### config.mk
export PLATFORM = sky130hd
export DESIGN_NAME = irq_status_mask
export DESIGN_NICKNAME = d
export VERILOG_FILES = /design/src/irq_status_pkg.sv /design/src/irq_status_mask.sv
export SDC_FILE = /design/constraint.sdc
export NUM_CORES = 1
export LEC_CHECK = 0
export ABC_CLOCK_PERIOD_IN_PS = 4400
export BUFFER_PORTS_ARGS = -buffer_cell sky130_fd_sc_hd__buf_2
export CORE_MARGIN = 1
export CORE_UTILIZATION = 44
export CTS_BUF_LIST = sky130_fd_sc_hd__clkbuf_8 sky130_fd_sc_hd__clkbuf_16
export DETAILED_ROUTE_END_ITERATION = 8
export PLACE_DENSITY = 0.68
export SLEW_MARGIN = 15
export SYNTH_ARGS = -nofsm -noshare
export SYNTH_HDL_FRONTEND = slang
export SYNTH_SLANG_ARGS = --single-unit
### constraint.sdc
create_clock -name i_sys_clk -period 4.4 [get_ports i_sys_clk]
set_input_delay 0 -clock i_sys_clk [delete_from_list [all_inputs] [get_ports i_sys_clk]]
set_output_delay 0 -clock i_sys_clk [all_outputs]
set_load 0.05 [all_outputs]
### src/irq_status_pkg.sv
// Constants for the interrupt status and mask logic
package irq_status_pkg;
    // Three status/mask pairs: audio, monitors, LEDs plus boost
    localparam int unsigned NUM_GROUPS = 3;
    localparam int unsigned GROUP_W    = 8;

    localparam int unsigned GRP_AUDIO  = 0;
    localparam int unsigned GRP_MON    = 1;
    localparam int unsigned GRP_LEDBST = 2;

    localparam logic [GROUP_W-1:0] STATUS_RST = 8'h00;
    localparam logic [GROUP_W-1:0] SERVED_RST = 8'h00;
    localparam logic [GROUP_W-1:0] COND_RST   = 8'h00;
    // Request pin released after reset
    localparam logic               INT_B_RST  = 1'b1;
endpackage

### src/irq_status_mask.sv
// Sticky interrupt status, per-event masking and active-low request output
// Operation
// - Unmasked event sets status, asserts request
// - Masked event sets status, request untouched
// - Mask bit one suppresses that event
// - Request holds until unmasked set bits read or masked
// - Status sticky, read clears if condition gone
// - Read with condition present drops request only
// - Three status registers, each with mask
`timescale 1ns/100ps
module irq_status_mask (
    input  wire logic       i_sys_clk,
    input  wire logic       i_rst_b,
    input  wire logic [7:0] i_audio_cond,
    input  wire logic [7:0] i_mon_cond,
    input  wire logic [7:0] i_ledbst_cond,
    input  wire logic [7:0] i_audio_mask,
    input  wire logic [7:0] i_mon_mask,
    input  wire logic [7:0] i_ledbst_mask,
    input  wire logic       i_audio_rd,
    input  wire logic       i_mon_rd,
    input  wire logic       i_ledbst_rd,
    output logic      [7:0] o_audio_status,
    output logic      [7:0] o_mon_status,
    output logic      [7:0] o_ledbst_status,
    output logic            o_int_b
);

    localparam int unsigned NG = irq_status_pkg::NUM_GROUPS;
    localparam int unsigned GW = irq_status_pkg::GROUP_W;

    // ============================================================
    // Group gathering
    // ============================================================
    logic [GW-1:0] cond     [NG];
    logic [GW-1:0] mask     [NG];
    logic [NG-1:0] rd;

    // Per-group state
    logic [GW-1:0] status_reg  [NG];
    logic [GW-1:0] status_next [NG];
    logic [GW-1:0] served_reg  [NG];
    logic [GW-1:0] served_next [NG];
    logic [GW-1:0] cond_reg    [NG];
    logic [GW-1:0] cond_next   [NG];

    // Per-group decode of the current cycle
    logic [GW-1:0] rise        [NG];
    logic [GW-1:0] clr         [NG];
    logic [GW-1:0] kept        [NG];
    logic [GW-1:0] unmasked    [NG];
    logic [GW-1:0] pend        [NG];
    logic          grp_pend    [NG];

    // Request pin
    logic          any_pend;
    logic          int_b_reg;
    logic          int_b_next;

    // Three register groups, each with its own mask
    // Audio
    assign cond[irq_status_pkg::GRP_AUDIO]  = i_audio_cond;
    assign mask[irq_status_pkg::GRP_AUDIO]  = i_audio_mask;
    assign rd[irq_status_pkg::GRP_AUDIO]    = i_audio_rd;

    // Monitors
    assign cond[irq_status_pkg::GRP_MON]    = i_mon_cond;
    assign mask[irq_status_pkg::GRP_MON]    = i_mon_mask;
    assign rd[irq_status_pkg::GRP_MON]      = i_mon_rd;

    // LEDs plus boost converter
    assign cond[irq_status_pkg::GRP_LEDBST] = i_ledbst_cond;
    assign mask[irq_status_pkg::GRP_LEDBST] = i_ledbst_mask;
    assign rd[irq_status_pkg::GRP_LEDBST]   = i_ledbst_rd;

    // ============================================================
    // Condition history
    // ============================================================
    // Conditions share this clock, so they enter without a synchroniser
    generate
        // One copy per register group
        for (genvar gh = 0; gh < NG; gh++) begin : g_hist
            always_comb begin
                cond_next[gh] = cond[gh];

                // Only a 0 to 1 step counts as a new occurrence
                rise[gh]      = cond[gh] & ~cond_reg[gh];
            end

            // Synchronous reset to idle values
            always_ff @(posedge i_sys_clk) begin
                if (!i_rst_b) begin
                    cond_reg[gh] <= irq_status_pkg::COND_RST;
                end else begin
                    cond_reg[gh] <= cond_next[gh];
                end
            end

        end
    endgenerate

    // ============================================================
    // Sticky status
    // ============================================================
    // Mask never gates status, so software still sees masked events
    generate
        // One copy per register group
        for (genvar gs = 0; gs < NG; gs++) begin : g_stat
            always_comb begin
                clr[gs]  = 8'h00;
                kept[gs] = 8'h00;
                // Read clears only bits whose condition is gone
                if (rd[gs]) begin
                    clr[gs]  = status_reg[gs] & ~cond[gs];
                    kept[gs] = status_reg[gs] & cond[gs];
                end

                // Condition sets status; set beats clear
                status_next[gs] = (status_reg[gs] & ~clr[gs]) | cond[gs];
            end

            // Synchronous reset to idle values
            always_ff @(posedge i_sys_clk) begin
                if (!i_rst_b) begin
                    status_reg[gs] <= irq_status_pkg::STATUS_RST;
                end else begin
                    status_reg[gs] <= status_next[gs];
                end
            end

        end
    endgenerate

    // ============================================================
    // Served bits
    // ============================================================
    // A served bit stays set but raises nothing until re-armed
    generate
        // One copy per register group
        for (genvar gv = 0; gv < NG; gv++) begin : g_serv
            always_comb begin
                served_next[gv] = served_reg[gv];
                // Read while present drops request only
                if (rd[gv]) begin
                    served_next[gv] = served_reg[gv] | kept[gv];
                end

                // A read in the cycle a condition rises leaves it pending
                served_next[gv] = served_next[gv] & ~rise[gv];

                // Cleared status drops its served mark
                served_next[gv] = served_next[gv] & status_next[gv];
            end

            // Synchronous reset to idle values
            always_ff @(posedge i_sys_clk) begin
                if (!i_rst_b) begin
                    served_reg[gv] <= irq_status_pkg::SERVED_RST;
                end else begin
                    served_reg[gv] <= served_next[gv];
                end
            end

        end
    endgenerate

    // ============================================================
    // Pending
    // ============================================================
    // Mask acts in the same cycle that it changes
    generate
        // One copy per register group
        for (genvar gp = 0; gp < NG; gp++) begin : g_pend
            always_comb begin
                unmasked[gp] = status_next[gp] & ~mask[gp];
                pend[gp]     = unmasked[gp] & ~served_next[gp];

                grp_pend[gp] = |pend[gp];
            end
        end
    endgenerate

    // ============================================================
    // Request pin
    // ============================================================
    // Registered from next-state values so the pin never glitches and changes on the same edge as status
    // Low while any unmasked unread bit pends
    always_comb begin
        any_pend = 1'b0;

        for (int i = 0; i < NG; i++) begin
            if (grp_pend[i]) begin
                any_pend = 1'b1;
            end
        end
        int_b_next = ~any_pend;
    end

    // Synchronous reset releases the pin
    always_ff @(posedge i_sys_clk) begin
        if (!i_rst_b) begin
            int_b_reg <= irq_status_pkg::INT_B_RST;
        end else begin
            int_b_reg <= int_b_next;
        end
    end

    // ============================================================
    // Outputs
    // ============================================================
    // Host samples status in the read cycle, before the clear lands
    assign o_audio_status  = status_reg[irq_status_pkg::GRP_AUDIO];
    assign o_mon_status    = status_reg[irq_status_pkg::GRP_MON];
    assign o_ledbst_status = status_reg[irq_status_pkg::GRP_LEDBST];
    // Request pin from its own register
    assign o_int_b         = int_b_reg;

endmodule // irq_status_mask

# Word-level counts from Yosys, hierarchy flattened
# Memories as Yosys holds them, arrays and structs flattened.
# Cells that the tools add are included.
dict set report classes {
  reduce_logical 3
  n_mux 23
  bitwise 58
}
# op count
set ops {}
lappend ops {{8-bit bitwise AND} 24}
lappend ops {{8-bit two-way mux} 18}
lappend ops {{8-bit NOT} 18}
lappend ops {{8-bit bitwise OR} 6}
lappend ops {{8-bit OR reduction} 3}
lappend ops {{1-bit bitwise OR} 9}
lappend ops {{1-bit two-way mux} 5}
lappend ops {{1-bit NOT} 1}
dict set report word_totals {
  in_bits 53
  output_inout_bits 25
  word_cells 88
  mem_bits_rw 72
  mem_count 3
  register_bits 1
}
# name depth width read_ports rd_ports_with_merged_regs wr line_no
set mem_list {}
lappend mem_list {cond_reg 3 8 3 0 3 irq_status_mask.sv:44} ;# logic [GW-1:0] cond_reg [NG];
lappend mem_list {served_reg 3 8 3 0 3 irq_status_mask.sv:42} ;# logic [GW-1:0] served_reg [NG];
lappend mem_list {status_reg 3 8 3 0 3 irq_status_mask.sv:40} ;# logic [GW-1:0] status_reg [NG];

# Depth between registers and ports, before layout
# Gate-level depths: netlist of run 1.
dict set report logic_depth {
  word_depth 14
  mapped_depth 6
  mapped_depth_nobuf 5
}

# Worst setup path after synthesis of run 1
# No wires, ideal clock.
dict set report synth_timing {
  kind {register to register}
  startpoint {memory status_reg[2][7] (netlist bit)}
  endpoint {register int_b_reg (netlist: o_int_b)}
  required_time_ns 4.304
  synth_period_minus_slack_ns 2.211
  n_path_buf 0
  t_arrival_ns 2.115
  slack_ns 2.189
  setup_ns 0.096
  stages_incl_launch_ff 6
  path_cell_list {dfxtp_1 > o21ai_1 > and3b_1 > or4_1 > or4_1 > o41ai_2}
}
# element line_no
set synth_lines {}
lappend synth_lines {{start, declared} irq_status_mask.sv:40}
lappend synth_lines {{end signal, assigned} irq_status_mask.sv:202} ;# int_b_reg <= irq_status_pkg::INT_B_RST;
lappend synth_lines {{end signal, assigned} irq_status_mask.sv:204} ;# int_b_reg <= int_b_next;
lappend synth_lines {{end, declared} irq_status_mask.sv:57} ;# logic int_b_reg;

==> results summary, run 1 <==
In this run the power density over the cells is 388.6 nW/um^2. The startpoint of the tightest hold check path is i_mon_rd. The slew at the pin closest to its max-slew limit is 1.078 ns.

The final clock period utilization by the worst path came out at 0.4390. The detailed placement HPWL is 5.359 mm. The highest fanout seen on the critical path came out at 4. Before antenna repair, the detailed router went through 4 iterations. The number of warnings printed during yosys synthesis came out at 0. The number of port buffers came out at 77.

The layout filler cell count came out at 669. The worst max-slew margin expressed relative to the limit is 0.2816. The floorplan has 31 rows. The switching part of the total power is 0.2454. Setup violations remaining at the end of the flow were counted as 0.

The smallest hold slack came out at 0.07452 ns. The number of nets produced by synthesis is 434. The total number of H-tree levels is 3. The share of the synthesized area in the top cell type came out at 0.4456.

The later pin in the worst-skew pair is clocked with a latency of 0.35 ns. The required time of the critical path is 4.65 ns. The synthesized netlist occupies a cell area of 3279 sq um. After synthesis, the share of cell area in mux cells is 0.02404. The number of buffers between clock root and the deepest sink came out at 2.

The setup slack of the most critical reg-to-reg path came out at 2.47 ns. The overflow left after global routing is 0. The area share of fa/ha/maj cells after synthesis came out at 0. The commonest cells after synthesis are 73 x sky130_fd_sc_hd__dfxtp_1, 39 x sky130_fd_sc_hd__nand2_1, 31 x sky130_fd_sc_hd__a21boi_0. The cell taking the most area after synthesis is sky130_fd_sc_hd__dfxtp_1. The die width is 88.33 um. The number of global-route vias before repair is 2901. The clock power share is 0.429. Based on the critical path, the design can be clocked at up to 0.5178 GHz.

The min-delay analysis places its worst path in the category in2reg. Entering global routing, the biggest net connects 74 pins. The number of nets with antenna violations after routing came out at 0.

The initial cell density of the core came out at 0.4546. STA classifies the critical path startpoint as a register. The post-synthesis cell type count is 36. After synthesis, the cell types taking the most area are sky130_fd_sc_hd__dfxtp_1 45%, sky130_fd_sc_hd__a21boi_0 7.1%, sky130_fd_sc_hd__and2_1 5.3%. The overall die height is 88.33 um. Across the whole layout, storage elements account for 1461 sq um. The synthesized instance count came out at 381. The total area inside the core boundary comes to 7214 sq um. The shortest clock period the worst path allows after layout is 1.931 ns. The congestion estimate from routability-driven global placement came to 0.7448.

The launching instance or port of the critical path is served_reg[2][7]. Clock tree synthesis selected as its root buffer the cell sky130_fd_sc_hd__clkbuf_8. The global-route wire length before repair is 12.91 mm. The number of CTS-inserted buffers is 9. The number of synthesized flops with an enable pin came out at 0. For this run, the leading register cell type out of synthesis is sky130_fd_sc_hd__dfxtp_1. After the first detailed-routing iteration, the DRC count stood at 156. The number of remaining DRC errors came out at 0. The number of hold violations in the final report was 0. The die covers 7802 sq um.

The leakage power is 0.001762 uW. Of the cells placed in the final design, the portion with a size suffix greater than 1 is 0.2099. The worst reg2reg path startpoint is served_reg[2][7].

The detailed-route via count came out at 3008. The signal arrival time at the worst endpoint came out at 2.19 ns. The xor and xnor area share after synthesis came out at 0. In the routed layout, each cell is associated on average with a via count of 5.142.

The area added between synthesis and finish is 29.76%. Dividing the detail-routed wire length by the instance count gives 13.19 um. The total clock sinks came out at 73. The worst setup path is of the reg2reg kind.

Setup repair after global routing left no endpoint under its margin. After synthesis, the mean cell area works out to 8.607 sq um. The combinational share of power is 0.141. The largest family of logic cells by synthesized area is simple AND/OR/NAND/NOR gates. The sequential fraction of the synthesis area is 0.4456. The fraction of power consumed by sequential logic is 0.430. The CTS tree is built. The power dissipated by switching net loads is 405.8 uW. Gates resized during post-CTS repair numbered 0. The maximum VDD drop came out at 0.2230 mV. The proportion of synthesized flip-flops having asynchronous set or reset is 0. The worst clock skew came out at 0.008376 ns. The CTS clock-pin slew for the worst setup and hold paths is 0.08 ns. For this run, the total global-route usage over all layers was measured as 0.2149. The total of flip-flops plus latches after synthesis is 73. The total negative slack is 0 ns.

The flow ran to the end, and the final reports show no timing, DRC or antenna violations. STA classifies the critical path endpoint as a register. Among all cell types in the netlist, the one instantiated most often is sky130_fd_sc_hd__dfxtp_1. The max-capacitance violation count came out at 0.

The I/O pin count came out at 78. The antenna diode count is 0. The overall routed net length came out at 7.714 mm. The area of combinational cells with multiple inputs is 1700 sq um.

The internal power of the cells totals 1248 uW. The max-slew violation total from the final report came out at 0. The overall power after layout came out at 1654 uW. The share of the synthesized area in compound gates (AO/OA/AOI/OAI) is 0.2324. The fraction of the mapped netlist area in simple logic gates is 0.2621.

The number of antenna violations at the first check in global routing is 0. The number of nets in the final layout came out at 534.
-- power by group through the flow --
stage               Sequential, uW  Combinational (uW)  Clock, uW
finish                         712                 233        709
global route                   716                 256        758
CTS                            711                 235        728
detailed placement             726                 217          0
global placement               725                 214          0
floorplan                      774                90.9          0
-- final cells by class --
class,instances,area share
clock buffers,11,0.03558
multi-input cells,278,0.3996
well taps,99,0.02911
repair buffers,101,0.1470
clock inverters,5,0.02940
flip-flops and latches,73,0.3434
inverters,18,0.01588
-- layer usage --
layer,wire length (um),track usage,vias to the layer above
met5,0,0,-
met4,114,0.09238,0
met3,365,0.04291,10
met2,3744,0.3650,51
met1,3489,0.2651,1404
li1,-,-,1543
-- path summary, 6_finish.rpt --
kind              depth (start not counted)                to
setup reg to reg                          5           o_int_b
hold reg to reg                           2  served_reg[2][4]
setup / recovery                          5           o_int_b
hold / removal                            3  served_reg[1][1]
-- worst max-delay path, cell delays in order, from the launching register on --
cell and delay (ns):
sky130_fd_sc_hd__dfxtp_1 0.37, sky130_fd_sc_hd__o21ai_1 0.07, sky130_fd_sc_hd__and3b_1 0.15, sky130_fd_sc_hd__or4_1 0.51, sky130_fd_sc_hd__or4_1 0.55, sky130_fd_sc_hd__o41ai_2 0.20
-- cells by family after synthesis --
| family | Yosys count |
|---|---|
| AOI/OAI and AO/OA | 111 |
| buffers and inverters | 30 |
| DFF | 73 |
| muxes | 7 |
| and+or+nand+nor | 160 |
-- cells in the final DEF, fill, tap and decap left out, types with 2 or more instances in the layout --
| master | count |
|---|---|
| sky130_fd_sc_hd__a211oi_1 | 8 |
| sky130_fd_sc_hd__a21boi_0 | 31 |
| sky130_fd_sc_hd__a21oi_1 | 10 |
| sky130_fd_sc_hd__a22oi_1 | 9 |
| sky130_fd_sc_hd__a2bb2oi_1 | 2 |
| sky130_fd_sc_hd__and2_1 | 28 |
| sky130_fd_sc_hd__and2b_1 | 3 |
| sky130_fd_sc_hd__and3b_1 | 2 |
| sky130_fd_sc_hd__buf_2 | 77 |
| sky130_fd_sc_hd__bufinv_16 | 4 |
| sky130_fd_sc_hd__clkbuf_8 | 11 |
| sky130_fd_sc_hd__dfxtp_1 | 73 |
| sky130_fd_sc_hd__dlygate4sd3_1 | 24 |
| sky130_fd_sc_hd__inv_1 | 18 |
| sky130_fd_sc_hd__mux2_2 | 7 |
| sky130_fd_sc_hd__nand2_1 | 39 |
| sky130_fd_sc_hd__nand2b_1 | 20 |
| sky130_fd_sc_hd__nand3b_1 | 2 |
| sky130_fd_sc_hd__nand4_1 | 22 |
| sky130_fd_sc_hd__nor2_1 | 24 |
| sky130_fd_sc_hd__nor2b_1 | 13 |
| sky130_fd_sc_hd__o21a_1 | 12 |
| sky130_fd_sc_hd__o21ai_0 | 23 |
| sky130_fd_sc_hd__o21bai_1 | 3 |
| sky130_fd_sc_hd__o22ai_1 | 4 |
| sky130_fd_sc_hd__o31ai_1 | 2 |
| sky130_fd_sc_hd__or4_1 | 4 |
-- metrics by stage --
| stage | instance area, sq um | setup slack (ns) | std cells | utilization |
|---|---|---|---|---|
| 3_5_place_dp | 3739 | 2.484 | 545 | 0.5182 |
| 4_1_cts | 4255 | 2.457 | 585 | 0.5898 |
| 2_1_floorplan | 3279 | 2.189 | 381 | - |
| 5_1_grt | 4255 | 2.374 | 585 | 0.5898 |
| 6_report | 4255 | 2.469 | 585 | 0.5898 |
| 3_3_place_gp | 3739 | 2.531 | 545 | 0.5182 |
-- repair_timing --
item / in CTS / in global routing
endpoints found under the hold margin: 64 / 0
buffers inserted: 0 / 0
hold buffers: 24 / 0
No activity file was read; power rests on OpenSTA's default activity.
==> run 2: changes to the inputs <==
--- a/config.mk
+++ b/config.mk
@@ -5,13 +5,13 @@
 export SDC_FILE = /design/constraint.sdc
 export NUM_CORES = 1
 export LEC_CHECK = 0
-export ABC_CLOCK_PERIOD_IN_PS = 4400
+export ABC_CLOCK_PERIOD_IN_PS = 1700
 export BUFFER_PORTS_ARGS = -buffer_cell sky130_fd_sc_hd__buf_2
 export CORE_MARGIN = 1
 export CORE_UTILIZATION = 44
 export CTS_BUF_LIST = sky130_fd_sc_hd__clkbuf_8 sky130_fd_sc_hd__clkbuf_16
 export DETAILED_ROUTE_END_ITERATION = 8
-export PLACE_DENSITY = 0.68
+export PLACE_DENSITY = 0.7
 export SLEW_MARGIN = 15
 export SYNTH_ARGS = -nofsm -noshare
 export SYNTH_HDL_FRONTEND = slang
==> constraint.sdc (replaced) <==
create_clock -name i_sys_clk -period 1.7 [get_ports i_sys_clk]
set_input_delay 0 -clock i_sys_clk [delete_from_list [all_inputs] [get_ports i_sys_clk]]
set_output_delay 0 -clock i_sys_clk [all_outputs]
set_load 0.05 [all_outputs]
==> results summary, run 2 (same netlist as run 1, synthesis figures left out) <==
Summed over all layers, the global routing overflow is 0. The final reports fail on negative setup slack. The flow ran to the end, but the final reports show violations. For this configuration, the core starts out at a cell density of 0.4546. The most frequent standard cell in the layout excluding fill and tap cells is sky130_fd_sc_hd__buf_2. The worst clock skew is 0.01085 ns. The endpoint with the worst hold slack is cond_reg[0][4]. The leakage power is 0.001856 uW.

The classification of the worst-slack hold path is in2reg. The core region is 7214 sq um. The overall die height came out at 88.33 um. The first-pass iteration count of the detailed router came out at 4.

The overall routing resource usage is 0.2224. The highest fanout seen on the critical path is 3. The max-slew violation total from the final report is 0.

The global-route wire length before repair came out at 13.29 mm. The area of all placed cells without fillers is 4410 sq um. The final layout contains routed wiring with a total length of 8.113 mm.

At the end of routability-driven placement, the weighted congestion stood at 0.7893. The area of placed instances is 3918 sq um. In this run the register-to-register setup slack is -0.20 ns. In the layout the commonest cells are 77 x sky130_fd_sc_hd__buf_2, 65 x sky130_fd_sc_hd__dfxtp_1, 39 x sky130_fd_sc_hd__nand2_1. The row count is 31. Setup repair after global routing could not meet its margin everywhere. Counting every sink on the clock net gives 73. STA classifies the critical path startpoint as a register. The number of DRC markers after the initial detailed-route iteration is 138. The max-capacitance violation count came out at 0.

The antenna diode count is 0. The utilization after layout came out at 0.6113. The maximum frequency from static timing analysis came out at 0.5273 GHz. TritonCTS built the clock tree. In this run the critical register-to-register path is captured at o_int_b. The mean number of vias per cell came out at 5.177. For this block, the via count after detailed routing is 3137.

In the final layout, the share of cells above drive strength 1 is 0.2584. The die width came out at 88.33 um. The worst register-to-register path begins at status_reg[2][7].

The I/O pin count is 78. The number of port buffers is 77. The number of antenna violations at the first check in global routing is 0. Data on the critical path arrives at its endpoint at 2.15 ns. The tree is rooted in a sky130_fd_sc_hd__clkbuf_8. The number of CTS-inserted buffers came out at 9. The number of nets with antenna violations after routing came out at 0. The number of nets in the final layout is 555. At the pin with the least slew margin, the transition time is 0.3774 ns. STA classifies the critical path endpoint as a register.

The maximum VDD drop is 0.4975 mV. In this run the tightest slew margin relative to its limit is 0.7484. The clock latency of the later-clocked register in the worst-skew pair is 0.35 ns.

The setup slack after placement came out at -0.1754 ns. The shortest clock period the worst path allows after layout came out at 1.896 ns. The CTS clock-pin slew for the worst setup and hold paths is 0.08 ns. The slack of the critical path is -0.1964 ns. The number of global-route vias before repair came out at 2986. The startpoint identified for the worst hold timing path is i_audio_cond[4]. After detailed routing, the number of remaining DRC violations is 0. The area added between synthesis and finish came out at 34.49%.

The area of the die is 7802 sq um. The final number of setup-violating endpoints came out at 1. The power density relative to cell area came out at 939.5 nW/um^2.

The clock passes through at most 2 buffers. The number of hold violations in the final report is 0. For the final routed database, the setup TNS stands at -0.1964 ns.

The required time of the critical path is 1.96 ns. The total number of H-tree levels came out at 3. Of the available clock period, the critical path in the final layout requires 1.116. Counting instances, the worst hold path has a depth of 3. The detailed placement HPWL is 5.802 mm. By startpoint and endpoint, the worst setup path is classified as reg2reg. Measured in cells, the most critical reg-to-reg path has a length of 5. The wire length per cell is 13.39 um. The largest net degree at the start of global routing came out at 44.
-- run 2: repair_timing --
item                                    4_1_cts  5_1_grt
endpoints found under the setup margin        1        1
hold endpoints to repair                     58        0
hold buffers                                 24        0
resized for setup                             0        1
pin swaps                                     1        1
setup buffers                                 1        0
-- run 2: metrics by stage --
| step | hold WS [ns] | cells | total power (uW) |
|---|---|---|---|
| 2_1_floorplan | 0.1217 | 381 | 2238 |
| 3_3_place_gp | 0.2622 | 565 | 2463 |
| 3_5_place_dp | 0.2675 | 565 | 2477 |
| 4_1_cts | 0.002707 | 606 | 4173 |
| 5_1_grt | 0.008835 | 606 | 4331 |
| 6_report | 0.01465 | 606 | 4144 |
-- run 2: per-layer routing --
| metal | track usage | routed length [um] | vias up |
|---|---|---|---|
| li1 | - | - | 1592 |
| met1 | 0.2717 | 3734 | 1458 |
| met2 | 0.3776 | 3822 | 75 |
| met3 | 0.04944 | 404 | 12 |
| met4 | 0.09531 | 151 | 0 |
| met5 | 0 | 0 | - |
-- run 2: layout make-up --
class	count	area, sq um
clock buffer	10	137.6
sequential	73	1484
multi-input combinational	278	1708
fill	661	2804
clock inverter	6	106.4
timing repair buffer	122	783.3
inverter	18	67.56
tap	99	123.9
-- run 2: worst max-delay path by stage --
| stage | start | cells after the start | slack (ns) | end |
|---|---|---|---|---|
| global placement | status_reg[2][7] | 5 | -0.15 | o_int_b |
| CTS | status_reg[0][2] | 5 | -0.18 | o_int_b |
| floorplan | status_reg[2][3] | 5 | -0.20 | o_int_b |
| detailed placement | status_reg[2][7] | 5 | -0.18 | o_int_b |
| finish | status_reg[2][7] | 5 | -0.20 | o_int_b |
| global route | status_reg[2][7] | 5 | -0.22 | o_int_b |
-- run 2: worst max-delay path: stages (launching register included) --
cell and delay, ns:
sky130_fd_sc_hd__dfxtp_4 0.35, sky130_fd_sc_hd__nor2b_4 0.12, sky130_fd_sc_hd__a22o_1 0.20, sky130_fd_sc_hd__or4_1 0.40, sky130_fd_sc_hd__or4_1 0.54, sky130_fd_sc_hd__o41ai_2 0.19
-- run 2: power by group --
group | leakage (uW) | switching, uW | internal, uW
registers | 0.000606 | 56.6 | 1780
logic | 0.00113 | 370 | 276
clock network | 0.000124 | 653 | 1010
total | 0.00186 | 1080 | 3060
